<file path="src/rtl/fastlock_resync_defs.vh">
// Purpose: constants for the fast lock / phase resync timer and fractional modulator
// Assumes: one 40 MHz clock, PFD reference events arrive as a pin
// Notes: configuration words are 32 bits, address in bits 2:0
//
// Contract
// - mode field 01 enters fast lock, divider value is the wide-bandwidth count
// - wide bandwidth lasts timer value times modulus PFD periods
// - charge pump current multiplied by 16 during wide bandwidth
// - fast lock switch grounded during the wide-bandwidth interval
// - third-order sigma-delta modulator, modulus 2 to 4095
// - modulator steps once per PFD reference cycle
// - dither off repeat length follows modulus divisibility by 2, 3, 6
// - dither on repeat length is 2^21 cycles whatever the modulus
// - phase word seeds the modulator
// - mode 10 enables resync, sync pulse every divider times modulus PFD periods
// - phase realigns on the second sync pulse after load enable rises
// - modulus taken from bits 14:3 of configuration word 1
// - 32 bits shifted on rising clock, latched when load enable rises
// - phase word 0..modulus steps output phase by 360 over modulus
`ifndef FASTLOCK_RESYNC_DEFS_VH
`define FASTLOCK_RESYNC_DEFS_VH

`define WORD_BITS 32
`define ADDR_LSB 0
`define ADDR_MSB 2
`define FIELD_LSB 3
`define FIELD_MSB 14
`define PHASE_LSB 15
`define PHASE_MSB 26
`define MODE_LSB 15
`define MODE_MSB 16
`define DITHER_BIT 29
`define ADDR_R0 3'h0
`define ADDR_R1 3'h1
`define ADDR_R2 3'h2
`define ADDR_R3 3'h3
`define MODE_OFF 2'h0
`define MODE_FASTLOCK 2'h1
`define MODE_RESYNC 2'h2
`define MODULUS_RESET 12'h0002
`define DIV_RESET 12'h0001
`define CP_GAIN_NORMAL 5'h01
`define CP_GAIN_FAST 5'h10
`define LFSR_RESET 21'h00_0001
`define SYNC_TO_ALIGN 2'h2

`endif

</file>
<file path="src/rtl/fastlock_resync_timer_sdm.v">
// Purpose: fast lock timer, phase resync timer and fractional modulator control
// Assumes: serial pins and PFD reference come from outside and are synchronised here
// Notes: timers count PFD reference cycles, one per rising edge of the reference
`timescale 1ns/1ps
`include "fastlock_resync_defs.vh"
module fastlock_resync_timer_sdm #(
  parameter W = 12
) (
  // clock and reset
  input wire i_clk,
  input wire i_rst,
  // serial configuration pins
  input wire i_sclk,
  input wire i_sdata,
  input wire i_load_enable,
  // PFD reference
  input wire i_pfd_ref,
  // fast lock outputs
  output reg o_wide_bw,
  output reg [4:0] o_cp_gain,
  output reg o_fast_lock_switch_oe,
  output reg o_fast_lock_switch_out,
  // resync outputs
  output reg o_sync_pulse,
  output reg o_phase_align,
  // modulator
  output reg signed [3:0] o_sdm_code,
  output reg [W-1:0] o_fractional_modulus,
  output reg [W-1:0] o_phase_word,
  output reg o_dither
);
  //----------------------------------------
  // input synchronisers
  //----------------------------------------
  reg [1:0] sclk_s_r;
  reg [1:0] sdata_s_r;
  reg [1:0] load_enable_s_r;
  reg [1:0] pfd_s_r;
  reg pfd_d_r;

  always @(posedge i_clk) begin
    if (i_rst) begin
      sclk_s_r <= 2'b00;
      sdata_s_r <= 2'b00;
      load_enable_s_r <= 2'b00;
      pfd_s_r <= 2'b00;
      pfd_d_r <= 1'b0;
    end else begin
      sclk_s_r <= {sclk_s_r[0], i_sclk};
      sdata_s_r <= {sdata_s_r[0], i_sdata};
      load_enable_s_r <= {load_enable_s_r[0], i_load_enable};
      pfd_s_r <= {pfd_s_r[0], i_pfd_ref};
      pfd_d_r <= pfd_s_r[1];
    end
  end

  wire pfd_tick = pfd_s_r[1] & ~pfd_d_r;

  //----------------------------------------
  // configuration latches
  //----------------------------------------
  wire [`WORD_BITS-1:0] word;
  wire word_valid;

  serial_config_port u_port (
    .i_clk(i_clk),
    .i_rst(i_rst),
    .i_sclk(sclk_s_r[1]),
    .i_sdata(sdata_s_r[1]),
    .i_load_enable(load_enable_s_r[1]),
    .o_word(word),
    .o_word_valid(word_valid)
  );

  wire [2:0] addr = word[`ADDR_MSB:`ADDR_LSB];
  wire [W-1:0] field = word[`FIELD_MSB:`FIELD_LSB];

  reg [W-1:0] modulus_r;
  reg [W-1:0] phase_r;
  reg [W-1:0] frac_r;
  reg [W-1:0] clk_div_r;
  reg [1:0] mode_r;
  reg dither_r;
  reg load_r;
  reg seed_r;

  always @(posedge i_clk) begin
    if (i_rst) begin
      modulus_r <= `MODULUS_RESET;
      phase_r <= {W{1'b0}};
      frac_r <= {W{1'b0}};
      clk_div_r <= `DIV_RESET;
      mode_r <= `MODE_OFF;
      dither_r <= 1'b0;
      load_r <= 1'b0;
      seed_r <= 1'b0;
    end else begin
      load_r <= 1'b0;
      seed_r <= 1'b0;
      if (word_valid) begin
        load_r <= 1'b1;
        case (addr)
          `ADDR_R1: begin
            // values below 2 are held at 2 so the modulator stays defined
            modulus_r <= (field < `MODULUS_RESET) ? `MODULUS_RESET : field;
            phase_r <= word[`PHASE_MSB:`PHASE_LSB];
            seed_r <= 1'b1;
          end
          `ADDR_R2: begin
            dither_r <= word[`DITHER_BIT];
          end
          `ADDR_R3: begin
            mode_r <= word[`MODE_MSB:`MODE_LSB];
            clk_div_r <= field;
          end
          `ADDR_R0: begin
            // word 0 carries the fractional value in the same field
            frac_r <= field;
          end
          default: begin
            // words 4 to 7 hold settings outside this block
          end
        endcase
      end
    end
  end

  //----------------------------------------
  // modulator
  //----------------------------------------
  wire signed [3:0] code;
  // phase word at or beyond the modulus has it subtracted once, so the seed is below the modulus only for phase words below twice the modulus
  wire [W-1:0] seed_val = (phase_r >= modulus_r) ? phase_r - modulus_r : phase_r;

  sigma_delta_mod3 #(.W(W)) u_sdm (
    .i_clk(i_clk),
    .i_rst(i_rst),
    .i_step(pfd_tick),
    .i_seed(seed_r),
    .i_dither(dither_r),
    .i_frac(frac_r),
    .i_fractional_modulus(modulus_r),
    .i_phase(seed_val),
    .o_code(code)
  );

  //----------------------------------------
  // interval timers, two nested counters
  //----------------------------------------
  // inner counts modulus PFD periods, outer counts divider value
  reg [W-1:0] inner_r;
  reg [W-1:0] outer_r;
  reg fast_active_r;
  reg [1:0] sync_cnt_r;
  reg align_wait_r;

  // one at the counter width, so compares and increments keep W bits
  localparam [W-1:0] ONE_W = {{(W-1){1'b0}}, 1'b1};
  wire inner_wrap = pfd_tick && (inner_r == modulus_r - ONE_W);
  wire outer_wrap = inner_wrap && (outer_r == clk_div_r - ONE_W);
  wire resync_on = (mode_r == `MODE_RESYNC);

  always @(posedge i_clk) begin
    if (i_rst) begin
      inner_r <= {W{1'b0}};
      outer_r <= {W{1'b0}};
      fast_active_r <= 1'b0;
      sync_cnt_r <= 2'b00;
      align_wait_r <= 1'b0;
      o_sync_pulse <= 1'b0;
      o_phase_align <= 1'b0;
    end else begin
      o_sync_pulse <= 1'b0;
      o_phase_align <= 1'b0;
      if (load_r) begin
        // every load restarts the interval so timing runs from load enable
        inner_r <= {W{1'b0}};
        outer_r <= {W{1'b0}};
        fast_active_r <= (mode_r == `MODE_FASTLOCK) && (clk_div_r != {W{1'b0}});
        sync_cnt_r <= 2'b00;
        align_wait_r <= resync_on;
      end else if (mode_r == `MODE_OFF) begin
        fast_active_r <= 1'b0;
        align_wait_r <= 1'b0;
      end else if (pfd_tick && (fast_active_r || resync_on)) begin
        inner_r <= inner_wrap ? {W{1'b0}} : inner_r + ONE_W;
        if (inner_wrap)
          outer_r <= outer_wrap ? {W{1'b0}} : outer_r + ONE_W;
        if (outer_wrap) begin
          fast_active_r <= 1'b0;
          if (resync_on) begin
            o_sync_pulse <= 1'b1;
            if (align_wait_r) begin
              if (sync_cnt_r == `SYNC_TO_ALIGN - 2'h1) begin
                o_phase_align <= 1'b1;
                align_wait_r <= 1'b0;
              end
              sync_cnt_r <= sync_cnt_r + 2'h1;
            end
          end
        end
      end
    end
  end

  //----------------------------------------
  // registered outputs
  //----------------------------------------
  always @(posedge i_clk) begin
    if (i_rst) begin
      o_wide_bw <= 1'b0;
      o_cp_gain <= `CP_GAIN_NORMAL;
      o_fast_lock_switch_oe <= 1'b0;
      o_fast_lock_switch_out <= 1'b0;
      o_sdm_code <= 4'sh0;
      o_fractional_modulus <= `MODULUS_RESET;
      o_phase_word <= {W{1'b0}};
      o_dither <= 1'b0;
    end else begin
      o_wide_bw <= fast_active_r;
      o_cp_gain <= fast_active_r ? `CP_GAIN_FAST : `CP_GAIN_NORMAL;
      o_fast_lock_switch_oe <= fast_active_r;
      o_fast_lock_switch_out <= 1'b0;
      o_sdm_code <= code;
      o_fractional_modulus <= modulus_r;
      o_phase_word <= phase_r;
      o_dither <= dither_r;
    end
  end
endmodule // fastlock_resync_timer_sdm

</file>
<file path="src/rtl/serial_config_port.v">
// Purpose: 32-bit shift register for configuration words
// Assumes: serial clock, data and load enable already synchronised to i_clk
// Notes: a word is handed over in the cycle after load enable rises
`timescale 1ns/1ps
`include "fastlock_resync_defs.vh"
module serial_config_port (
  // clock and reset
  input wire i_clk,
  input wire i_rst,
  // synchronised serial pins
  input wire i_sclk,
  input wire i_sdata,
  input wire i_load_enable,
  // received word
  output reg [`WORD_BITS-1:0] o_word,
  output reg o_word_valid
);
  reg sclk_d_r;
  reg load_enable_d_r;
  reg [`WORD_BITS-1:0] shift_r;

  always @(posedge i_clk) begin
    if (i_rst) begin
      sclk_d_r <= 1'b0;
      load_enable_d_r <= 1'b0;
      shift_r <= {`WORD_BITS{1'b0}};
      o_word <= {`WORD_BITS{1'b0}};
      o_word_valid <= 1'b0;
    end else begin
      sclk_d_r <= i_sclk;
      load_enable_d_r <= i_load_enable;
      o_word_valid <= 1'b0;
      if (i_sclk && !sclk_d_r)
        shift_r <= {shift_r[`WORD_BITS-2:0], i_sdata};
      if (i_load_enable && !load_enable_d_r) begin
        o_word <= shift_r;
        o_word_valid <= 1'b1;
      end
    end
  end
endmodule // serial_config_port

</file>
<file path="src/rtl/sigma_delta_mod3.v">
// Purpose: third-order MASH fractional interpolator
// Assumes: i_step pulses once per PFD reference cycle
// Notes: dither adds an LFSR lsb into the first accumulator
`timescale 1ns/1ps
`include "fastlock_resync_defs.vh"
module sigma_delta_mod3 #(
  parameter W = 12
) (
  // clock and reset
  input wire i_clk,
  input wire i_rst,
  // control
  input wire i_step,
  input wire i_seed,
  input wire i_dither,
  input wire [W-1:0] i_frac,
  input wire [W-1:0] i_fractional_modulus,
  input wire [W-1:0] i_phase,
  // output code offset to the integer divide
  output reg signed [3:0] o_code
);
  reg [W-1:0] acc1_r;
  reg [W-1:0] acc2_r;
  reg [W-1:0] acc3_r;
  reg c2_d_r;
  reg c3_d_r;
  reg c3_dd_r;
  reg [20:0] lfsr_r;

  // modular add; returns {carry, sum}
  function [W:0] wrap_add;
    input [W-1:0] a;
    input [W-1:0] b;
    input [W-1:0] m;
    reg [W:0] s;
    begin
      s = {1'b0, a} + {1'b0, b};
      if (s >= {1'b0, m})
        wrap_add = {1'b1, s[W-1:0] - m};
      else
        wrap_add = {1'b0, s[W-1:0]};
    end
  endfunction

  wire [W-1:0] in1 = i_frac + {{(W-1){1'b0}}, i_dither & lfsr_r[0]};
  wire [W:0] s1 = wrap_add(acc1_r, in1, i_fractional_modulus);
  wire [W:0] s2 = wrap_add(acc2_r, s1[W-1:0], i_fractional_modulus);
  wire [W:0] s3 = wrap_add(acc3_r, s2[W-1:0], i_fractional_modulus);

  always @(posedge i_clk) begin
    if (i_rst) begin
      acc1_r <= {W{1'b0}};
      acc2_r <= {W{1'b0}};
      acc3_r <= {W{1'b0}};
      c2_d_r <= 1'b0;
      c3_d_r <= 1'b0;
      c3_dd_r <= 1'b0;
      lfsr_r <= `LFSR_RESET;
      o_code <= 4'sh0;
    end else if (i_seed) begin
      acc1_r <= i_phase;
      acc2_r <= {W{1'b0}};
      acc3_r <= {W{1'b0}};
      c2_d_r <= 1'b0;
      c3_d_r <= 1'b0;
      c3_dd_r <= 1'b0;
    end else if (i_step) begin
      // three cascaded accumulators give third-order noise shaping
      acc1_r <= s1[W-1:0];
      acc2_r <= s2[W-1:0];
      acc3_r <= s3[W-1:0];
      c2_d_r <= s2[W];
      c3_d_r <= s3[W];
      c3_dd_r <= c3_d_r;
      // 21-bit maximal LFSR, period 2^21-1 steps
      lfsr_r <= {lfsr_r[19:0], lfsr_r[20] ^ lfsr_r[18]};
      o_code <= $signed({3'b000, s1[W]}) + $signed({3'b000, s2[W]}) - $signed({3'b000, c2_d_r})
        + $signed({3'b000, s3[W]}) - $signed({2'b00, c3_d_r, 1'b0}) + $signed({3'b000, c3_dd_r});
    end
  end
endmodule // sigma_delta_mod3

</file>
<file path="config.mk">
export PLATFORM = sky130hd
export DESIGN_NAME = fastlock_resync_timer_sdm
export DESIGN_NICKNAME = d
export VERILOG_FILES = /design/src/rtl/fastlock_resync_timer_sdm.v /design/src/rtl/serial_config_port.v /design/src/rtl/sigma_delta_mod3.v
export VERILOG_INCLUDE_DIRS = /design/src /design/src/rtl
export SDC_FILE = /design/constraint.sdc
export NUM_CORES = 1
export LEC_CHECK = 0
export BUFFER_PORTS_ARGS = -buffer_cell sky130_fd_sc_hd__buf_4
export CORE_MARGIN = 3
export CORE_UTILIZATION = 45
export CTS_BUF_LIST = sky130_fd_sc_hd__clkbuf_2 sky130_fd_sc_hd__clkbuf_4 sky130_fd_sc_hd__clkbuf_8
export CTS_CLUSTER_DIAMETER = 120
export DETAILED_ROUTE_END_ITERATION = 16
export GPL_TIMING_DRIVEN = 0
export SYNTH_ARGS = -nofsm -noshare
export SYNTH_HDL_FRONTEND = slang
export SYNTH_SLANG_ARGS = --single-unit
export TNS_END_PERCENT = 20
</file>
<file path="constraint.sdc">
create_clock -name i_clk -period 17.4 [get_ports i_clk]
set_clock_uncertainty 0.15 [all_clocks]
set_input_delay 0.87 -clock i_clk [delete_from_list [all_inputs] [get_ports i_clk]]
set_output_delay 0.87 -clock i_clk [all_outputs]
set_load 0.1 [all_outputs]
</file>
==> results of run 1 <==
[cell families after synthesis]
| family | after synthesis | synth area share (%) |
|---|---|---|
| AND/OR/NAND/NOR | 679 | 22.2 |
| AO/OA/AOI/OAI | 447 | 19.7 |
| flip-flops | 248 | 35.1 |
| buffers and inverters | 147 | 4.18 |
| adder cells (fa/ha/maj) | 110 | 10.2 |
| XOR/XNOR | 103 | 6.37 |
| multiplexers | 30 | 2.22 |
| other | 1 | 0.0265 |
[sequential cells by signal (all words and copies together), names as in the netlist, 4 cells and up]
signal,count
inner_r,12
o_fractional_modulus,12
u_sdm.acc2_r,12
u_sdm.lfsr_r,21
phase_r,12
u_sdm.o_code,4
modulus_r,12
o_phase_word,12
u_sdm.acc3_r,12
u_sdm.acc1_r,12
outer_r,12
frac_r,12
u_port.shift_r,30
clk_div_r,12
u_port.o_word,28
o_sdm_code,4
[where the power goes]
group / internal (mW) / total (mW) / switching (mW)
combinational: 0.847 / 2.00 / 1.16
clock: 0.326 / 0.574 / 0.248
sequential: 0.585 / 0.595 / 0.00982
[worst max-delay path, delay by kind of cell (launching register included)]
kind / cells / cell delay [ns]
AO/OA/AOI/OAI: 19 / 5.35
adder cells (fa/ha/maj): 13 / 3.88
buffers and inverters: 9 / 2.28
AND/OR/NAND/NOR: 11 / 2.11
XOR/XNOR: 3 / 0.58
flip-flops: 1 / 0.43
multiplexers: 1 / 0.27
[area by class of cell]
cell class / count / area (sq um)
buffer: 85 / 359
clock buffer: 62 / 791
multi-input combinational: 1373 / 8610
inverter: 62 / 233
tap: 396 / 495
sequential: 248 / 4960
timing repair buffer: 40 / 300
fill: 3061 / 14900
clock inverter: 14 / 146
[worst paths after layout]
check                           slack (ns)         endpoint  cells after the start            start
worst max-delay path                  2.27  u_sdm.o_code[2]                     56  u_sdm.lfsr_r[0]
worst min-delay path                  0.28     sdata_s_r[1]                      1     sdata_s_r[0]
worst max register to register        2.27  u_sdm.o_code[2]                     56  u_sdm.lfsr_r[0]
worst min register to register        0.28     sdata_s_r[1]                      1     sdata_s_r[0]
[stage by stage]
step           setup slack, ns  hold WS (ns)  power [mW]  instances
3_5_place_dp              2.63         0.281        2.58       2204
5_1_grt                   1.07         0.303        3.44       2280
2_1_floorplan             5.65         0.264        2.18       1768
6_report                  2.27         0.285        3.17       2280
3_3_place_gp              2.68         0.273        2.54       2204
4_1_cts                   2.54         0.290        3.17       2280
[routing by layer]
layer | global-route usage, % | vias to the layer above
met4 | 7.59 | 0
met1 | 31.3 | 5992
met3 | 3.59 | 64
met5 | 0 | -
met2 | 40.0 | 303
li1 | - | 6367
[placed cells by master (no fill, tap or decap), drive strengths merged, types with 19 or more instances in the layout]
master  synthesis  routed
a21o           26      26
dfxtp         248     248
xnor2          68      68
clkbuf         71     133
nor2          117     117
buf            14      54
o21ai          72      72
xor2           35      35
nor3           43      43
nand2         324     324
mux2i          19      19
ha            101     101
a21oi         197     197
nor2b          48      48
a211oi         19      19
inv            61      64
nand3          36      36
==> results.md, run 1 <==
Run status:
- The run finished with clean final reports.

Timing:
- At the pin with the least slew margin, the transition time is just over 1 ns.
- Setup violations remaining at the end of the flow were counted as 0.
- The final number of max-transition violations is 0.
- After layout, the minimum clock period comes to between 15 and 20 ns.
- Setup repair after global routing left no endpoint under its margin.
- In the final timing run, aggregate negative setup slack is 0 ns.
- The worst path uses 87.0% of the clock period.
- The count of final hold-check violations is 0.
- Timing would allow up to between 0.06 and 0.07 GHz.
- The remaining max-slew budget at the tightest pin is 30.9%.

Setup path:
- The critical-path cell with the highest stage delay is sky130_fd_sc_hd__o311ai_0.
- The critical path required time is 17.74 ns.
- STA classifies the critical path endpoint as a flip-flop.
- The arrival time reported for the critical path endpoint is ~15 ns.
- The category of the critical setup timing path is flip-flop to flip-flop.
- Of all nets on the critical path, the largest fanout is 10.
- On the worst path, the slowest cell contributes a delay of 0.88 ns.
- The most numerous cell on the critical path is sky130_fd_sc_hd__ha_1.
- The worst setup path is launched from a flip-flop.

Yosys:
- Counting flops with a built-in enable in the synthesized netlist gives 0.
- The most frequently used cell type in the post-synthesis netlist is sky130_fd_sc_hd__nand2_1.
- Ranked by total cell area, the synthesized netlist is headed by sky130_fd_sc_hd__dfxtp_1, sky130_fd_sc_hd__ha_1, sky130_fd_sc_hd__nand2_1.
- After synthesis, the share of flip-flops with an asynchronous set or reset is 0%.
- The share of synthesized area in the top cell type comes to around a third.
- The mean cell area of the mapped netlist is between 8 and 9 sq um.
- In the synthesized netlist the dominant register cell turns out to be sky130_fd_sc_hd__dfxtp_1.
- Synthesis handed over a netlist of 1765 instances.
- Synthesis instantiated between 70 and 80 different standard cells from the library.
- The sequential-to-total area share from yosys stat is 35.1%.
- The largest total area in the synthesized netlist belongs to sky130_fd_sc_hd__dfxtp_1.
- Summing every instance area after synthesis gives between 10000 and 15000 sq um.
- By count the netlist is led by sky130_fd_sc_hd__nand2_1, sky130_fd_sc_hd__dfxtp_1, sky130_fd_sc_hd__a21oi_1.
- Counting flops and latches in the post-synthesis netlist gives roughly 250.
- The yosys synthesis warning count is 0.

Die:
- The number of top-level pins is 45.
- The standard-cell row count is 64.
- The chip width is between 150 and 200 um.
- The die extent in y is approximately 180 um.
- The core region is just over 30000 sq um.
- The area enclosed by the die boundary is between 30000 and 40000 sq um.
- The initial core utilization is 45.9%.

Layout:
- 0 antenna diodes ended up in the layout.
- From synthesis to final layout, the design area changed by 12.3%.
- The net count of the finished layout is roughly 2.0k.
- The fraction of final layout cells with drive strength greater than 1 is under 10%.
- Once layout is complete, the utilization of the core stands at 51.6%.
- The total non-filler cell area in the finished layout is between 15000 and 20000 sq um.

Global routing:
- Entering global routing, the biggest net connects 14 pins.
- The wire length of the first global-routing pass is 64.0 mm.
- Global routing finished with a remaining overflow of 0.
- The number of antenna violations at the first check in global routing was 0.
- The all-layer global routing usage is between 20% and 30%.
- The via count of the first global-routing pass is about 12k.

CTS:
- The clock tree buffer depth is 3.
- The number of clock buffers added by TritonCTS is 43.
- In this run, post-CTS hold repair placed 0 buffers.
- TritonCTS built the clock tree.
- The buffer count from post-CTS setup fixing is 0.
- The number of gates resized after CTS is 0.
- The later-pin clock latency in the skew report is approximately 0.57 ns.
- After clock tree synthesis, the clock-pin slew on the worst setup and hold paths is about 0.06 ns.
- The TritonCTS sink count is ~250.
- The cell at the root of the clock tree is sky130_fd_sc_hd__clkbuf_8.
- The H-tree depth is 2.

Detailed routing:
- For this block, the via count after detailed routing is roughly 13k.
- In the routed layout, each cell is associated on average with a via count of 5.58.
- The uppermost layer routed is met4.
- The violation count after the first detailed-route iteration is 644.
- The DRC violation count after routing is 0.
- The detailed-routing wirelength on met1 is roughly 18 mm.
- The wire length on met2 is ~19 mm.
- For this block, the routed nets add up to 40.1 mm of wire.
- The first TritonRoute pass finished after 5 iterations.
- The wire length per cell is approximately 18 um.
- In the detailed route, the total length drawn on met3 is 2.02 mm.
- The post-route antenna net violation count is 0.

Hold path:
- The tightest min-delay check is of the flip-flop to flip-flop type.

Power:
- The total leakage power is about 6.3 nW.
- The largest voltage drop on the vdd net is 0.000220 V.
- Power spread over the standard cell area amounts to ~200 nW/um^2.

Placement:
- The total of buffers placed on input and output ports is 40.
- Summing all placed instances gives a cell area of around 15000 sq um.
- The weighted congestion reported at the end of routability-driven placement is approximately 0.92.
- The placed wire-length estimate is 29.8 mm.

Flow run:
- Max-cap violations in this run came to 0.
No activity file was read; power rests on OpenSTA's default activity.
==> run 2: changes to the inputs <==
==> constraint.sdc (replaced) <==
create_clock -name i_clk -period 15.7 [get_ports i_clk]
set_clock_uncertainty 0.15 [all_clocks]
set_input_delay 0.785 -clock i_clk [delete_from_list [all_inputs] [get_ports i_clk]]
set_output_delay 0.785 -clock i_clk [all_outputs]
set_load 0.1 [all_outputs]
==> results.md, run 2 (same netlist as run 1, synthesis figures left out) <==
Die:
- The number of top-level pins came to 45 (unchanged).
- The initial core utilization is 45.9% (unchanged).
- The standard-cell row count is 64 (unchanged).
- The die extent in y is 183 um (unchanged).
- The placeable core region is 30800 sq um (unchanged).
- The area enclosed by the die boundary is 33600 sq um (unchanged).
- The chip width was 183 um (unchanged).

Layout:
- The area taken by flip-flops and latches is 4960 sq um (unchanged).
- The final net count is 1969 (unchanged).
- The most common cell after layout, fill and taps aside is sky130_fd_sc_hd__nand2_1.
- The fraction of final layout cells with drive strength greater than 1 is 9.08% (+0.11 points).
- The library cells used most frequently in the layout, excluding fill and tap cells, are sky130_fd_sc_hd__nand2_1, sky130_fd_sc_hd__dfxtp_1, sky130_fd_sc_hd__a21oi_1.
- The total inserted antenna cells was 0 (unchanged).
- The final instance count without filler cells is 2280 (unchanged).
- The post-synthesis to final-layout area growth is 12.4% (about the same).
- In the final layout, the registers with the most flip-flops are u_port.shift_r: 30 flops, u_port.o_word: 28 flops, u_sdm.lfsr_r: 21 flops.
- The area of the multi-input gates is 8620 sq um (about the same).
- The number of fill cells is 3062 (+0.033%).
- The flip-flop count of the largest register, all copies and words added was 30 (unchanged).
- The largest register by flop count is u_port.shift_r.

Power:
- The power density relative to cell area is 221 nW/um^2 (+11%).
- The largest voltage drop on the vdd net is 0.000243 V (+10%).
- The total leakage power came to 6.26 nW (about the same).

Hold path:
- The worst hold path belongs to the class input port to flip-flop.
- The startpoint of the most critical hold path is i_sclk.
- The depth of the worst hold-timing path came to 2 (+1).
- The worst-case hold path end point is sclk_s_r[0].

Timing:
- The share of the clock period used by the worst path was 92.3% (+5.3 points).
- The count of final hold-check violations is 0 (unchanged).
- The final number of setup-violating endpoints is 0 (unchanged).
- The actual slew at the worst max-slew pin is 0.889 ns (-0.134 ns).
- The worst-case setup margin in the final layout is 1.21 ns (-1.06 ns).
- The final total negative setup slack was 0 ns (unchanged).
- The final critical-path required period came to 14.49 ns (-0.640 ns).
- The final number of max-transition violations was 0 (unchanged).
- Setup repair after global routing left no endpoint under its margin.
- The highest clock frequency the design can meet was 0.0690 GHz (+4.4%).
- The remaining max-slew budget at the tightest pin is 40.1% (+9.1 points).

Run status:
- The flow ran to the end, and the final reports show no timing, DRC or antenna violations.

CTS:
- The later-pin clock latency in the skew report is 0.57 ns (about the same).
- The count of hold-fix buffers inserted at cts is 0 (unchanged).
- The register clock-pin slew on the reported worst setup and hold paths is 0.06 ns (about the same).
- The cell at the root of the clock tree is sky130_fd_sc_hd__clkbuf_8.
- The number of buffers created by CTS is 43 (unchanged).
- The TritonCTS sink count came to 248 (unchanged).
- The H-tree depth was 2 (unchanged).
- TritonCTS built the clock tree.
- The clock tree buffer depth is 3 (unchanged).

Setup path:
- The worst reg-to-reg path cell count was 56 (unchanged).
- The endpoint of the worst-slack reg-to-reg timing path is u_sdm.o_code[2].
- In this run the critical register-to-register path is launched from u_sdm.lfsr_r[0].
- The register-to-register setup slack is 1.21 ns (-1.06 ns).
- Counting stages on the worst path, the most repeated cell is sky130_fd_sc_hd__ha_1.
- The critical path required time is 16.04 ns (-1.70 ns).
- The highest net fanout along the worst path was 10 (unchanged).
- The critical-path cell with the highest stage delay is sky130_fd_sc_hd__o311ai_1.
- The sort of element at the start of the critical path is a flip-flop.
- The delay of the slowest cell on the worst path is 0.63 ns (-0.25 ns).
- The category of the critical setup timing path is flip-flop to flip-flop.
- The arrival time reported for the critical path endpoint is 14.83 ns (-0.64 ns).
- The worst setup path is captured at a flip-flop.

Global routing:
- The wire length of the first global-routing pass was 64.0 mm (unchanged).
- The via count of the first global-routing pass is 12.1k (unchanged).
- The total overflow reported by the global router is 0 (unchanged).
- The number of antenna violations at the first check in global routing is 0 (unchanged).
- The pin count of the biggest net entering global routing is 14 (unchanged).
- The all-layer global routing usage is 23.7% (unchanged).

Detailed routing:
- The detailed-router iteration count before antenna repair is 5 (unchanged).
- The DRC violation count after routing is 0 (unchanged).
- The violation count after the first detailed-route iteration is 732 (+14%).
- The wire length per cell was 17.6 um (about the same).
- The detailed-route via count is 12.7k (-0.23%).
- The via-per-instance ratio is 5.57 (-0.23%).
- The aggregate routed wire length came to 40.1 mm (about the same).
- The post-route antenna net violation count is 0 (unchanged).

Placement:
- The placed wire-length estimate is 29.8 mm (unchanged).
- The total of buffers placed on input and output ports came to 40 (unchanged).
- The worst-case setup slack after placement is 0.934 ns (-1.70 ns).
- The total instance count after detailed placement is 2204 (unchanged).
- The weighted congestion reported at the end of routability-driven placement is 0.922 (unchanged).

Flow run:
- The reported max-cap violation count is 0 (unchanged).
==> run 2: worst max path at each step <==
stage,from,endpoint,slack [ns]
after floorplan,u_sdm.lfsr_r[0],u_sdm.o_code[2],3.95
after global placement,u_sdm.lfsr_r[0],u_sdm.o_code[2],0.98
after detailed placement,u_sdm.lfsr_r[0],u_sdm.o_code[2],0.93
after CTS,u_sdm.lfsr_r[0],u_sdm.o_code[2],0.84
after global routing,u_sdm.lfsr_r[0],u_sdm.o_code[2],0.02
final,u_sdm.lfsr_r[0],u_sdm.o_code[2],1.21
==> run 2: repair_timing <==
action,4_1_cts,5_1_grt
setup endpoints to repair,0,4
gates resized for setup,0,3
buffers inserted,0,0
==> run 2: cell type report <==
class / instances / share of cell area (%)
Buffer: 85 / 2.26
Clock buffer: 62 / 4.97
Clock inverter: 14 / 0.920
Inverter: 62 / 1.46
Multi-Input combinational cell: 1373 / 54.2
Sequential cell: 248 / 31.2
Tap cell: 396 / 3.12
Timing Repair Buffer: 40 / 1.89
==> run 2: report_power, final <==
part / total [mW] / internal [mW] / switching, mW
Combinational: 2.22 / 0.940 / 1.28
Clock: 0.637 / 0.362 / 0.275
Sequential: 0.659 / 0.648 / 0.0108
==> run 2: worst max-delay path, delay by kind of cell, from the launching register on <==
kind            cells  cell delay (ns)
mux                 1             0.27
fa+ha+maj          13             3.86
buf+inv             9             2.24
compound gates     19             4.96
flops               1             0.42
simple gates       11             1.92
xor+xnor            3             0.59
==> run 2: metrics by stage <==
step | hold slack (ns) | area [sq um] | power [mW] | util [%]
after floorplan | 0.264 | 14200 | 2.41 | -
after global placement | 0.273 | 15000 | 2.82 | 48.5
after detailed placement | 0.281 | 15000 | 2.86 | 48.5
after CTS | 0.254 | 15900 | 3.52 | 51.6
after global routing | 0.267 | 15900 | 3.81 | 51.6
final | 0.278 | 15900 | 3.52 | 51.6
==> run 2: metal layers <==
metal  wire, um  GRT usage, %
met1      18200          31.3
met2      18900          40.0
met3       1900          3.59
met4       1080          7.59
met5          0             0
